**src/verilog/amcr_pkg.sv**
```systemverilog
// constants, field layouts and carrier types of the converter mode configuration registers
package amcr_pkg;

    // register indices; the byte address on the bus is four times the index
    localparam logic [7:0] IDX_STATUS = 8'h01;
    localparam logic [7:0] IDX_CONV   = 8'h03;
    localparam logic [7:0] IDX_PIN    = 8'h04;
    localparam logic [7:0] IDX_PWR    = 8'h05;

    // reset values
    localparam logic [7:0] RST_CONV = 8'h01;
    localparam logic [7:0] RST_PIN  = 8'h00;
    localparam logic [7:0] RST_PWR  = 8'h00;

    // conversion_mode_reg fields
    localparam int CONV_RSVD_BIT = 7;
    localparam int CONV_MODE_LSB = 5;
    localparam int CONV_SEL_BIT  = 4;
    localparam int CONV_DLY_LSB  = 0;
    // pin_config_reg fields
    localparam int PIN_CON_LSB   = 4;
    localparam int PIN_DIR_LSB   = 0;
    // power_iface_reg fields
    localparam int PWR_PD_BIT    = 7;
    localparam int PWR_STAT_BIT  = 6;
    localparam int PWR_CRC_BIT   = 5;
    localparam int PWR_ARST_BIT  = 4;
    localparam int PWR_DAT_LSB   = 0;
    // status register fields
    localparam int STS_CHECKSUM_ERROR_FLAG_BIT = 6;
    localparam int STS_CONV_BIT   = 1;
    localparam int STS_WAIT_BIT   = 0;

    // excitation scheme codes
    localparam logic [1:0] MODE_NORMAL = 2'h0;
    localparam logic [1:0] MODE_CHOP   = 2'h1;
    localparam logic [1:0] MODE_AC2    = 2'h2;
    localparam logic [1:0] MODE_AC4    = 2'h3;

    // clock rate and start delays in ns per code; codes 14 and 15 are reserved and wait nothing
    localparam longint CLK_MHZ = 125;
    localparam longint DLY_NS [16] = '{
        0, 50000, 59000, 67000, 85000, 119000, 189000, 328000,
        605000, 1160000, 2250000, 4490000, 8930000, 17800000, 0, 0};

    typedef logic [21:0] amcr_dly_t [16];

    // least times, so the cycle counts round up
    function automatic amcr_dly_t amcr_dly_tab();
        amcr_dly_t t;
        for (int i = 0; i < 16; i++)
        begin
            t[i] = 22'((DLY_NS[i] * CLK_MHZ + 64'd999) / 64'd1000);
        end
        return t;
    endfunction

    localparam amcr_dly_t DLY_CYC = amcr_dly_tab();

    // configuration outputs toward converter and serial logic
    typedef struct packed {
        logic chop_en;
        logic ac_two_wire;
        logic ac_four_wire;
        logic soft_power_down;
        logic status_byte_enable;
        logic crc_check_enable;
        logic serial_auto_reset_enable;
    } amcr_cfg_t;

    // general-purpose pin drive
    typedef struct packed {
        logic [3:0] out;
        logic [3:0] oe;
    } amcr_pin_t;

endpackage

```
**src/verilog/amcr_regs.sv**
```systemverilog
// apb register bank with conversion start sequencing and general-purpose pin control
// Notes on behaviour
// RULE_01 - two-bit mode picks normal, chop, two-wire or four-wire ac excitation
// RULE_02 - conversion-mode bit: clear runs continuous conversions, set runs one per start
// RULE_03 - four-bit code sets the wait before each conversion start, reset code one
// RULE_04 - connection bit set attaches the pin function to its analog input
// RULE_05 - direction bit clear makes the pin an output, set makes it an input
// RULE_06 - pin data bit drives the pin level and reads back the pin level
// RULE_07 - power-down bit set stops the converter, clear resumes normal operation
// RULE_08 - status-byte enable bit adds a status byte to conversion data reads
// RULE_09 - crc enable bit turns on checksum verification of transferred data
// RULE_10 - auto-reset enable bit turns on the serial interface automatic reset
// RULE_11 - pin configuration register at index 04h, resets to 00h
// RULE_12 - power and pin data register at index 05h, resets to 00h
// RULE_13 - conversion mode register at index 03h, resets to 01h, top bit reserved
// RULE_14 - detected checksum error sets a flag that stays until the host clears it
// RULE_15 - a pin is driven only when connected and set to output
`timescale 1ns/1ps
`default_nettype none

module amcr_regs
    import amcr_pkg::*;
#(
    parameter int        ADDR_W = 8,
    parameter amcr_dly_t DELAY_CYCLES = DLY_CYC
)(
    // clock and reset
    input  wire logic              pclk,
    input  wire logic              presetn,
    // apb slave
    input  wire logic              psel,
    input  wire logic              penable,
    input  wire logic              pwrite,
    input  wire logic [ADDR_W-1:0] paddr,
    input  wire logic [31:0]       pwdata,
    output logic                   pready,
    output logic [31:0]            prdata,
    output logic                   pslverr,
    // conversion control
    input  wire logic              start_pin,
    input  wire logic              conv_done,
    output logic                   conv_start,
    output logic                   conv_active,
    // serial interface hooks
    input  wire logic              crc_error,
    output amcr_cfg_t              cfg,
    // general-purpose pins on the analog inputs
    input  wire logic [3:0]        pin_in,
    output amcr_pin_t              pin
);

    typedef enum logic [1:0] {ST_IDLE, ST_WAIT, ST_CONV, ST_HOLD} amcr_state_t;

    logic [7:0]  conversion_mode_reg;
    logic [7:0]  pin_config_reg;
    logic [7:0]  power_iface_reg;
    logic        checksum_error_flag;
    amcr_state_t state;
    amcr_state_t next_state;
    logic [21:0] dly_cnt;
    logic [2:0]  start_sync;
    logic        start_lvl;
    logic        start_prev;
    logic [3:0]  pin_s1;
    logic [3:0]  pin_s2;
    logic [3:0]  pin_s3;
    logic [3:0]  pin_lvl;

    // bus decode
    wire         setup     = psel && !penable;
    wire         access    = psel && penable;
    wire         hit_sts   = paddr == ADDR_W'({IDX_STATUS, 2'b00});
    wire         hit_conv  = paddr == ADDR_W'({IDX_CONV, 2'b00});
    wire         hit_pin   = paddr == ADDR_W'({IDX_PIN, 2'b00});
    wire         hit_pwr   = paddr == ADDR_W'({IDX_PWR, 2'b00});
    wire         hit_any   = hit_sts || hit_conv || hit_pin || hit_pwr;
    wire         wr        = access && pwrite;
    wire         wr_conv   = wr && hit_conv;
    wire         wr_pin    = wr && hit_pin;
    wire         wr_pwr    = wr && hit_pwr;
    wire         clr_crc   = wr && hit_sts && pwdata[STS_CHECKSUM_ERROR_FLAG_BIT];

    // field views
    wire [1:0]   mode_sel  = conversion_mode_reg[CONV_MODE_LSB +: 2];
    wire         one_shot  = conversion_mode_reg[CONV_SEL_BIT];
    wire [3:0]   dly_code  = conversion_mode_reg[CONV_DLY_LSB +: 4];
    wire [3:0]   pin_con   = pin_config_reg[PIN_CON_LSB +: 4];
    wire [3:0]   pin_dir   = pin_config_reg[PIN_DIR_LSB +: 4];
    wire [3:0]   pin_dat   = power_iface_reg[PWR_DAT_LSB +: 4];
    wire         pwr_down  = power_iface_reg[PWR_PD_BIT];
    wire         start_ok  = start_lvl && !pwr_down;
    wire         start_new = start_lvl && !start_prev;
    wire [21:0]  dly_load  = DELAY_CYCLES[dly_code];

    // a connected input pin reads its synchronised level, every other pin reads its data bit
    wire [3:0]   pin_read  = (pin_con & pin_dir & pin_lvl) | (~(pin_con & pin_dir) & pin_dat); // RULE_06
    wire [7:0]   sts_view  = 8'((checksum_error_flag << STS_CHECKSUM_ERROR_FLAG_BIT)
                               | ((state == ST_CONV) << STS_CONV_BIT)
                               | ((state == ST_WAIT) << STS_WAIT_BIT));
    wire [7:0]   rd_mux    = hit_conv ? conversion_mode_reg :
                             hit_pin  ? pin_config_reg :
                             hit_pwr  ? {power_iface_reg[7:4], pin_read} :
                             hit_sts  ? sts_view : 8'h00;

    // read data is captured in the setup cycle so it comes from a flop with no wait state
    assign pready  = 1'b1;
    assign pslverr = access && !hit_any;

    always_ff @(posedge pclk or negedge presetn)
    begin
        if (!presetn)
            prdata <= 32'h0000_0000;
        else if (setup && !pwrite)
            prdata <= {24'h00_0000, rd_mux};
    end

    // configuration registers
    always_ff @(posedge pclk or negedge presetn)
    begin
        if (!presetn)
        begin
            conversion_mode_reg <= RST_CONV; // RULE_13
            pin_config_reg      <= RST_PIN;  // RULE_11
            power_iface_reg     <= RST_PWR;  // RULE_12
        end
        else
        begin
            if (wr_conv)
                conversion_mode_reg <= pwdata[7:0]; // RULE_13
            if (wr_pin)
                pin_config_reg <= pwdata[7:0]; // RULE_11
            if (wr_pwr)
                power_iface_reg <= pwdata[7:0]; // RULE_12
        end
    end

    // sticky error: a new error in the clearing cycle keeps the flag set
    always_ff @(posedge pclk or negedge presetn)
    begin
        if (!presetn)
            checksum_error_flag <= 1'b0;
        else if (crc_error && cfg.crc_check_enable)
            checksum_error_flag <= 1'b1; // RULE_14
        else if (clr_crc)
            checksum_error_flag <= 1'b0; // RULE_14
    end

    // pin synchronisers; a level counts once the second and third stage agree
    always_ff @(posedge pclk or negedge presetn)
    begin
        if (!presetn)
        begin
            start_sync <= 3'h0;
            start_lvl  <= 1'b0;
            start_prev <= 1'b0;
            pin_s1     <= 4'h0;
            pin_s2     <= 4'h0;
            pin_s3     <= 4'h0;
            pin_lvl    <= 4'h0;
        end
        else
        begin
            start_sync <= {start_sync[1:0], start_pin};
            if (start_sync[1] == start_sync[2])
                start_lvl <= start_sync[2];
            start_prev <= start_lvl;
            pin_s1     <= pin_in;
            pin_s2     <= pin_s1;
            pin_s3     <= pin_s2;
            pin_lvl    <= (pin_s2 & pin_s3) | (pin_lvl & (pin_s2 | pin_s3));
        end
    end

    // conversion start sequencing
    always_comb
    begin
        next_state = state;
        case (state)
            ST_IDLE:
                if (start_ok && (start_new || !one_shot))
                    next_state = ST_WAIT; // RULE_02
            ST_WAIT:
                if (dly_cnt == 22'h00_0000)
                    next_state = ST_CONV; // RULE_03
            ST_CONV:
                if (conv_done)
                begin
                    if (one_shot)
                        next_state = ST_HOLD; // RULE_02
                    else if (start_ok)
                        next_state = ST_WAIT; // RULE_02
                    else
                        next_state = ST_IDLE;
                end
            // leaving pulse mode while start is held must resume back-to-back conversions
            ST_HOLD:
                if (!start_lvl || !one_shot)
                    next_state = ST_IDLE; // RULE_02
            default:
                next_state = ST_IDLE;
        endcase
        if (pwr_down)
            next_state = ST_IDLE; // RULE_07
    end

    always_ff @(posedge pclk or negedge presetn)
    begin
        if (!presetn)
        begin
            state      <= ST_IDLE;
            dly_cnt    <= 22'h00_0000;
            conv_start <= 1'b0;
        end
        else
        begin
            state      <= next_state;
            conv_start <= (state == ST_WAIT) && (next_state == ST_CONV); // RULE_03
            if (next_state == ST_WAIT && state != ST_WAIT)
                dly_cnt <= dly_load; // RULE_03
            else if (dly_cnt != 22'h00_0000)
                dly_cnt <= dly_cnt - 22'h00_0001;
        end
    end

    assign conv_active = state == ST_WAIT || state == ST_CONV;

    // configuration outputs
    // one driver for the whole struct, so no tool sees several writers of one variable
    assign cfg = '{
        chop_en:                  mode_sel == MODE_CHOP,          // RULE_01
        ac_two_wire:              mode_sel == MODE_AC2,           // RULE_01
        ac_four_wire:             mode_sel == MODE_AC4,           // RULE_01
        soft_power_down:          pwr_down,                       // RULE_07
        status_byte_enable:       power_iface_reg[PWR_STAT_BIT],  // RULE_08
        crc_check_enable:         power_iface_reg[PWR_CRC_BIT],   // RULE_09
        serial_auto_reset_enable: power_iface_reg[PWR_ARST_BIT]   // RULE_10
    };

    // pin drive; a disconnected pin never drives the analog input
    wire [3:0]   pin_oe    = pin_con & ~pin_dir; // RULE_15 RULE_04 RULE_05
    assign pin = '{out: pin_dat & pin_oe, oe: pin_oe}; // RULE_06

    // checks
    logic [21:0] wait_len;
    logic [21:0] wait_exp;

    always_ff @(posedge pclk or negedge presetn)
    begin
        if (!presetn)
        begin
            wait_len <= 22'h00_0000;
            wait_exp <= 22'h00_0000;
        end
        else if (next_state == ST_WAIT && state != ST_WAIT)
        begin
            wait_len <= 22'h00_0000;
            wait_exp <= dly_load;
        end
        else if (state == ST_WAIT)
            wait_len <= wait_len + 22'h00_0001;
    end

    mode_decode_a: assert property (@(posedge pclk) disable iff (!presetn) // RULE_01
        wr_conv && pwdata[6:5] == MODE_CHOP |=> cfg.chop_en && !cfg.ac_two_wire && !cfg.ac_four_wire)
        else $error("chop mode not selected after write");

    delay_len_a: assert property (@(posedge pclk) disable iff (!presetn) // RULE_03
        conv_start |-> wait_len == wait_exp + 22'h00_0001)
        else $error("start delay length wrong");

    one_shot_a: assert property (@(posedge pclk) disable iff (!presetn) // RULE_02
        state == ST_CONV && conv_done && one_shot |=> state != ST_WAIT && !conv_start)
        else $error("pulse mode restarted a conversion");

    continuous_a: assert property (@(posedge pclk) disable iff (!presetn) // RULE_02
        state == ST_CONV && conv_done && !one_shot && start_ok |=> state == ST_WAIT)
        else $error("continuous mode did not restart");

    pin_oe_a: assert property (@(posedge pclk) disable iff (!presetn) // RULE_15
        wr_pin |=> pin.oe == ($past(pwdata[7:4]) & ~$past(pwdata[3:0])))
        else $error("pin drive enable wrong after config write");

    pin_data_a: assert property (@(posedge pclk) disable iff (!presetn) // RULE_06
        wr_pwr ##1 !wr_pin |-> pin.out == ($past(pwdata[3:0]) & pin.oe))
        else $error("pin level not driven from data bits");

    power_down_a: assert property (@(posedge pclk) disable iff (!presetn) // RULE_07
        pwr_down |=> state == ST_IDLE ##1 !conv_start)
        else $error("conversion running in power-down");

    crc_sticky_a: assert property (@(posedge pclk) disable iff (!presetn) // RULE_14
        checksum_error_flag && !clr_crc |=> checksum_error_flag)
        else $error("checksum error flag lost");

    crc_set_a: assert property (@(posedge pclk) disable iff (!presetn) // RULE_09
        crc_error && cfg.crc_check_enable |=> checksum_error_flag)
        else $error("checksum error not recorded");

    read_conv_a: assert property (@(posedge pclk) disable iff (!presetn) // RULE_13
        setup && !pwrite && hit_conv |=> prdata[7:0] == $past(conversion_mode_reg))
        else $error("conversion mode read wrong");

    hold_exit_a: assert property (@(posedge pclk) disable iff (!presetn) // RULE_02
        state == ST_HOLD && !one_shot |=> state != ST_HOLD)
        else $error("pulse hold kept after leaving pulse mode");

    cfg_follow_a: assert property (@(posedge pclk) disable iff (!presetn) // RULE_08
        wr_pwr |=> cfg[3:0] == $past(pwdata[7:4]))
        else $error("interface options not taken from write");

endmodule

`default_nettype wire

```
**config.mk**
```make
export PLATFORM = sky130hd
export DESIGN_NAME = amcr_regs
export DESIGN_NICKNAME = d
export VERILOG_FILES = /design/src/verilog/amcr_pkg.sv /design/src/verilog/amcr_regs.sv
export SDC_FILE = /design/constraint.sdc
export NUM_CORES = 1
export LEC_CHECK = 0
export ABC_AREA = 1
export CORE_ASPECT_RATIO = 1.1
export CORE_UTILIZATION = 40
export CTS_BUF_LIST = sky130_fd_sc_hd__clkbuf_8
export DETAILED_ROUTE_END_ITERATION = 8
export DONT_BUFFER_PORTS = 1
export PLACE_DENSITY_LB_ADDON = 0.12
export SLEW_MARGIN = 25
export SYNTH_ARGS = -nofsm -noshare
export SYNTH_HDL_FRONTEND = slang
export SYNTH_SLANG_ARGS = --single-unit
export TNS_END_PERCENT = 10
```
**constraint.sdc**
```tcl
create_clock -name pclk -period 1.8 [get_ports pclk]
set_clock_uncertainty 0.1 [all_clocks]
set_input_delay 0 -clock pclk [delete_from_list [all_inputs] [get_ports pclk]]
set_output_delay 0 -clock pclk [all_outputs]
set_load 0.01 [all_outputs]
```
==> reports/summary.txt <==
NumNets Final = 737
status = complete, but fails checks
Final Hold Viols = 79
Buf+Inv Stages, Crit Path = 5
die height = 114 µm
critical path class = flip-flop to flip-flop
compound-cell area share of the yosys netlist = 9.55%
total power draw = 7340 µW
largest family of logic cells by synthesized area = simple AND/OR/NAND/NOR gates
static leakage = 0.00286 µW
Slew Viols, Final = 0
commonest non-fill, non-tap cell in the layout = nand2_1
cell mode on critical path = nand2_1
Core Util, Final = 52.8%
Simple-Gate Fraction of Synth Area = 26.1%
final worst path period share = 111%
root buffer cell = clkbuf_8
sequential element share of the synthesized area = 43.6%
share of layout cells above drive strength 1 = 23.9%
Adder-Cell Fraction of Synth Area = 4.42%
initial antenna violation count = 0
GR Util All Layers = 22.2%
Worst-Skew Late Latency = 0.36 ns
fmax = 501 MHz
Die Wd = 103 µm
Crit Reg-Reg Endpoint = dly_cnt[11]$_DFFE_PN0P_
reg2reg path depth = 16
Clock power frac = 19.3%
CTS tree = built
top cells by area, synth = dfrtp_1 43%, nand2_1 12%, o21ai_0 5.6%, inv_1 5.1%, buf_4 5.0%
Min Hold Slack = -0.775 ns
Yosys cell types = 40
Worst EP arrival = 2.20 ns
placed cell count = 780
DRC = 0
Clock Path Buffers = 2
worst hold path class = input pin to asynchronous set/reset pin
Reg2Reg Launch Point = state[0]$_DFF_PN0_
vias in the first global route = 3955
internal power = 4480 µW
RSZ-0062 raised after global routing = yes
Cell Chain, Critical Path = inv_2, ha_4, nand2_1, inv_1, nand2_1, nand3_2, nand2_2, a21oi_2, buf_4, nand2_4, nor2_4, buf_6, nand2_4, o21ai_0, nand2_1, inv_1
first-pass GRT wire length = 19300 µm
most frequent cells in the layout = 140 x nand2_1, 76 x dfrtp_1, 75 x buf_4, 57 x inv_1, 56 x nor2_1
post-route cell area = 0.00579 mm²
CP endpoint kind = flip-flop
Vias = 3928
pwr/cell area = 1270 mW/mm²
grt total ovfl = 0
Psw = 2860 µW
Worst slew margin = 66.0%
DP Area = 0.00512 mm²
Initial Util = 41.3%
Ys Warns = 0
routability cong. = 0.842
#FFs+latches synth = 79
share of the synthesized area in the top cell type = 43.1%
Worst setup SP type = flip-flop
initial DRC count = 117
Post-Syn Area = 0.00453 mm²
Reg power frac = 31.3%
post-DP HPWL = 8840 µm
Slowest-stage cell, CP = dfrtp_1
min Tclk post-route = 2.00 ns
Worst path max stage delay = 0.40 ns
Final setup viols = 22
area leader, netlist = dfrtp_1
Syn Area/Cell = 7.88 µm²
crit-path max FO = 4
DIE AREA = 0.0118 mm²
Max IR drop VDD = 0.645 mV
max reg flops = 22
R2R Setup Slk = -0.20 ns
Syn Inst Count = 575
xor/xnor share of the synthesized area = 3.87%
H-tree depth = 3
port bufs = 0
Num CTS Buffers = 9
CP delay by family, top = simple AND/OR/NAND/NOR gates
Max Cap Violations = 0
switching part of the total = 39.0%
failing checks = negative hold slack, negative setup slack
Site Rows = 40
diodes inserted = 0
total wire length = 11900 µm
CORE AREA = 0.0110 mm²
mux contribution to synthesized area = 0.994%
DR WL/cell = 14.4 µm
largest net degree at the start of global routing = 80
Worst Slack Setup Final = -0.198 ns
combinational power share = 49.5%
hold_buf cts = 18
first drt pass iteration count = 4
slew at the pin with the worst max-slew slack = 0.509 ns
vias per cell = 4.76
Reg clk slew, reported paths = 0.09 ns
clk sink count = 79
antenna-violating nets left = 0
largest register by flop count = dly_cnt
Non-Filler Instances = 825
Required @ worst endpoint = 2.00 ns
layout overhead on the synthesized area = 27.7%
IO Count = 103
==> power by group through the flow <==
stage / Combinational [µW] / Sequential [µW] / Clock (µW)
after floorplan: 1800 / 2310 / 0
after global placement: 2980 / 2310 / 0
after detailed placement: 3010 / 2320 / 0
after CTS: 3490 / 2280 / 1450
after global routing: 4010 / 2330 / 1510
final: 3630 / 2290 / 1410
==> how the worst max path moves through the flow <==
| stage | from | to | depth (start not counted) |
|---|---|---|---|
| finish | state[0]$_DFF_PN0_ | dly_cnt[11]$_DFFE_PN0P_ | 16 |
| detailed placement | state[1]$_DFF_PN0_ | dly_cnt[19]$_DFFE_PN0P_ | 13 |
| global route | state[0]$_DFF_PN0_ | dly_cnt[14]$_DFFE_PN0P_ | 16 |
| CTS | state[0]$_DFF_PN0_ | dly_cnt[4]$_DFFE_PN0P_ | 16 |
| floorplan | state[0]$_DFF_PN0_ | dly_cnt[7]$_DFFE_PN0P_ | 14 |
| global placement | state[1]$_DFF_PN0_ | dly_cnt[1]$_DFFE_PN0P_ | 13 |
==> synthesized netlist by cell type <==
library cell / instances
nand2_1: 146
dfrtp_1: 78
inv_1: 61
nor2_1: 59
o21ai_0: 51
buf_4: 30
nand3_1: 29
xor2_1: 14
a21oi_1: 13
ha_1: 12
nor3_1: 12
o21ai_1: 6
xnor2_1: 6
clkbuf_1: 5
maj3_1: 5
nor2_2: 5
mux2_2: 4
nor2_4: 4
nor3b_1: 4
inv_2: 3
o211ai_1: 3
buf_2: 2
conb_1: 2
nand2_2: 2
nand2_4: 2
nand4_1: 2
o22ai_1: 2
a211oi_1: 1
a21boi_1: 1
a21oi_2: 1
a21oi_4: 1
buf_6: 1
clkinv_1: 1
dfstp_2: 1
nand3_4: 1
nand4_2: 1
nor3_2: 1
o31ai_1: 1
or2_2: 1
or2_4: 1
==> logic make-up (layout without fill, tap and decap cells) <==
group                      Yosys count  after routing
and+or+nand+nor                    270            273
DFF                                 79             79
muxes                                4              4
xor gates and xnor gates            20             20
buffers and inverters              103            180
adders and majority gates           17             17
other                                2             25
AOI/OAI and AO/OA                   80             80
==> cell type report <==
class / count / area, µm²
Fill cell: 1044 / 5170
Multi-Input combinational cell: 419 / 2340
Sequential cell: 79 / 1980
Timing Repair Buffer: 99 / 828
Inverter: 65 / 246
Tap cell: 147 / 184
Clock buffer: 10 / 138
Clock inverter: 6 / 73.8
==> metal layers <==
metal  part of all wire, %  global-route usage (%)
met3                   3.2                    3.37
met4                   4.7                    13.1
met2                    51                    38.6
met5                     0                       0
met1                    41                    25.3
==> metrics by stage <==
step	setup slack (ns)	TNS (ns)
6_report	-0.198	-3.68
5_1_grt	-0.312	-6.51
4_1_cts	-0.201	-4.12
3_5_place_dp	-0.283	-5.51
3_3_place_gp	-0.203	-3.90
2_1_floorplan	-0.0603	-0.643
==> repair_timing <==
action	4_1_cts	5_1_grt
pin swaps	12	13
buffers inserted	7	0
hold endpoints to repair	112	79
cloned	3	1
setup endpoints to repair	24	25
resized for setup	34	18
Power figures use the tool's default switching activity.
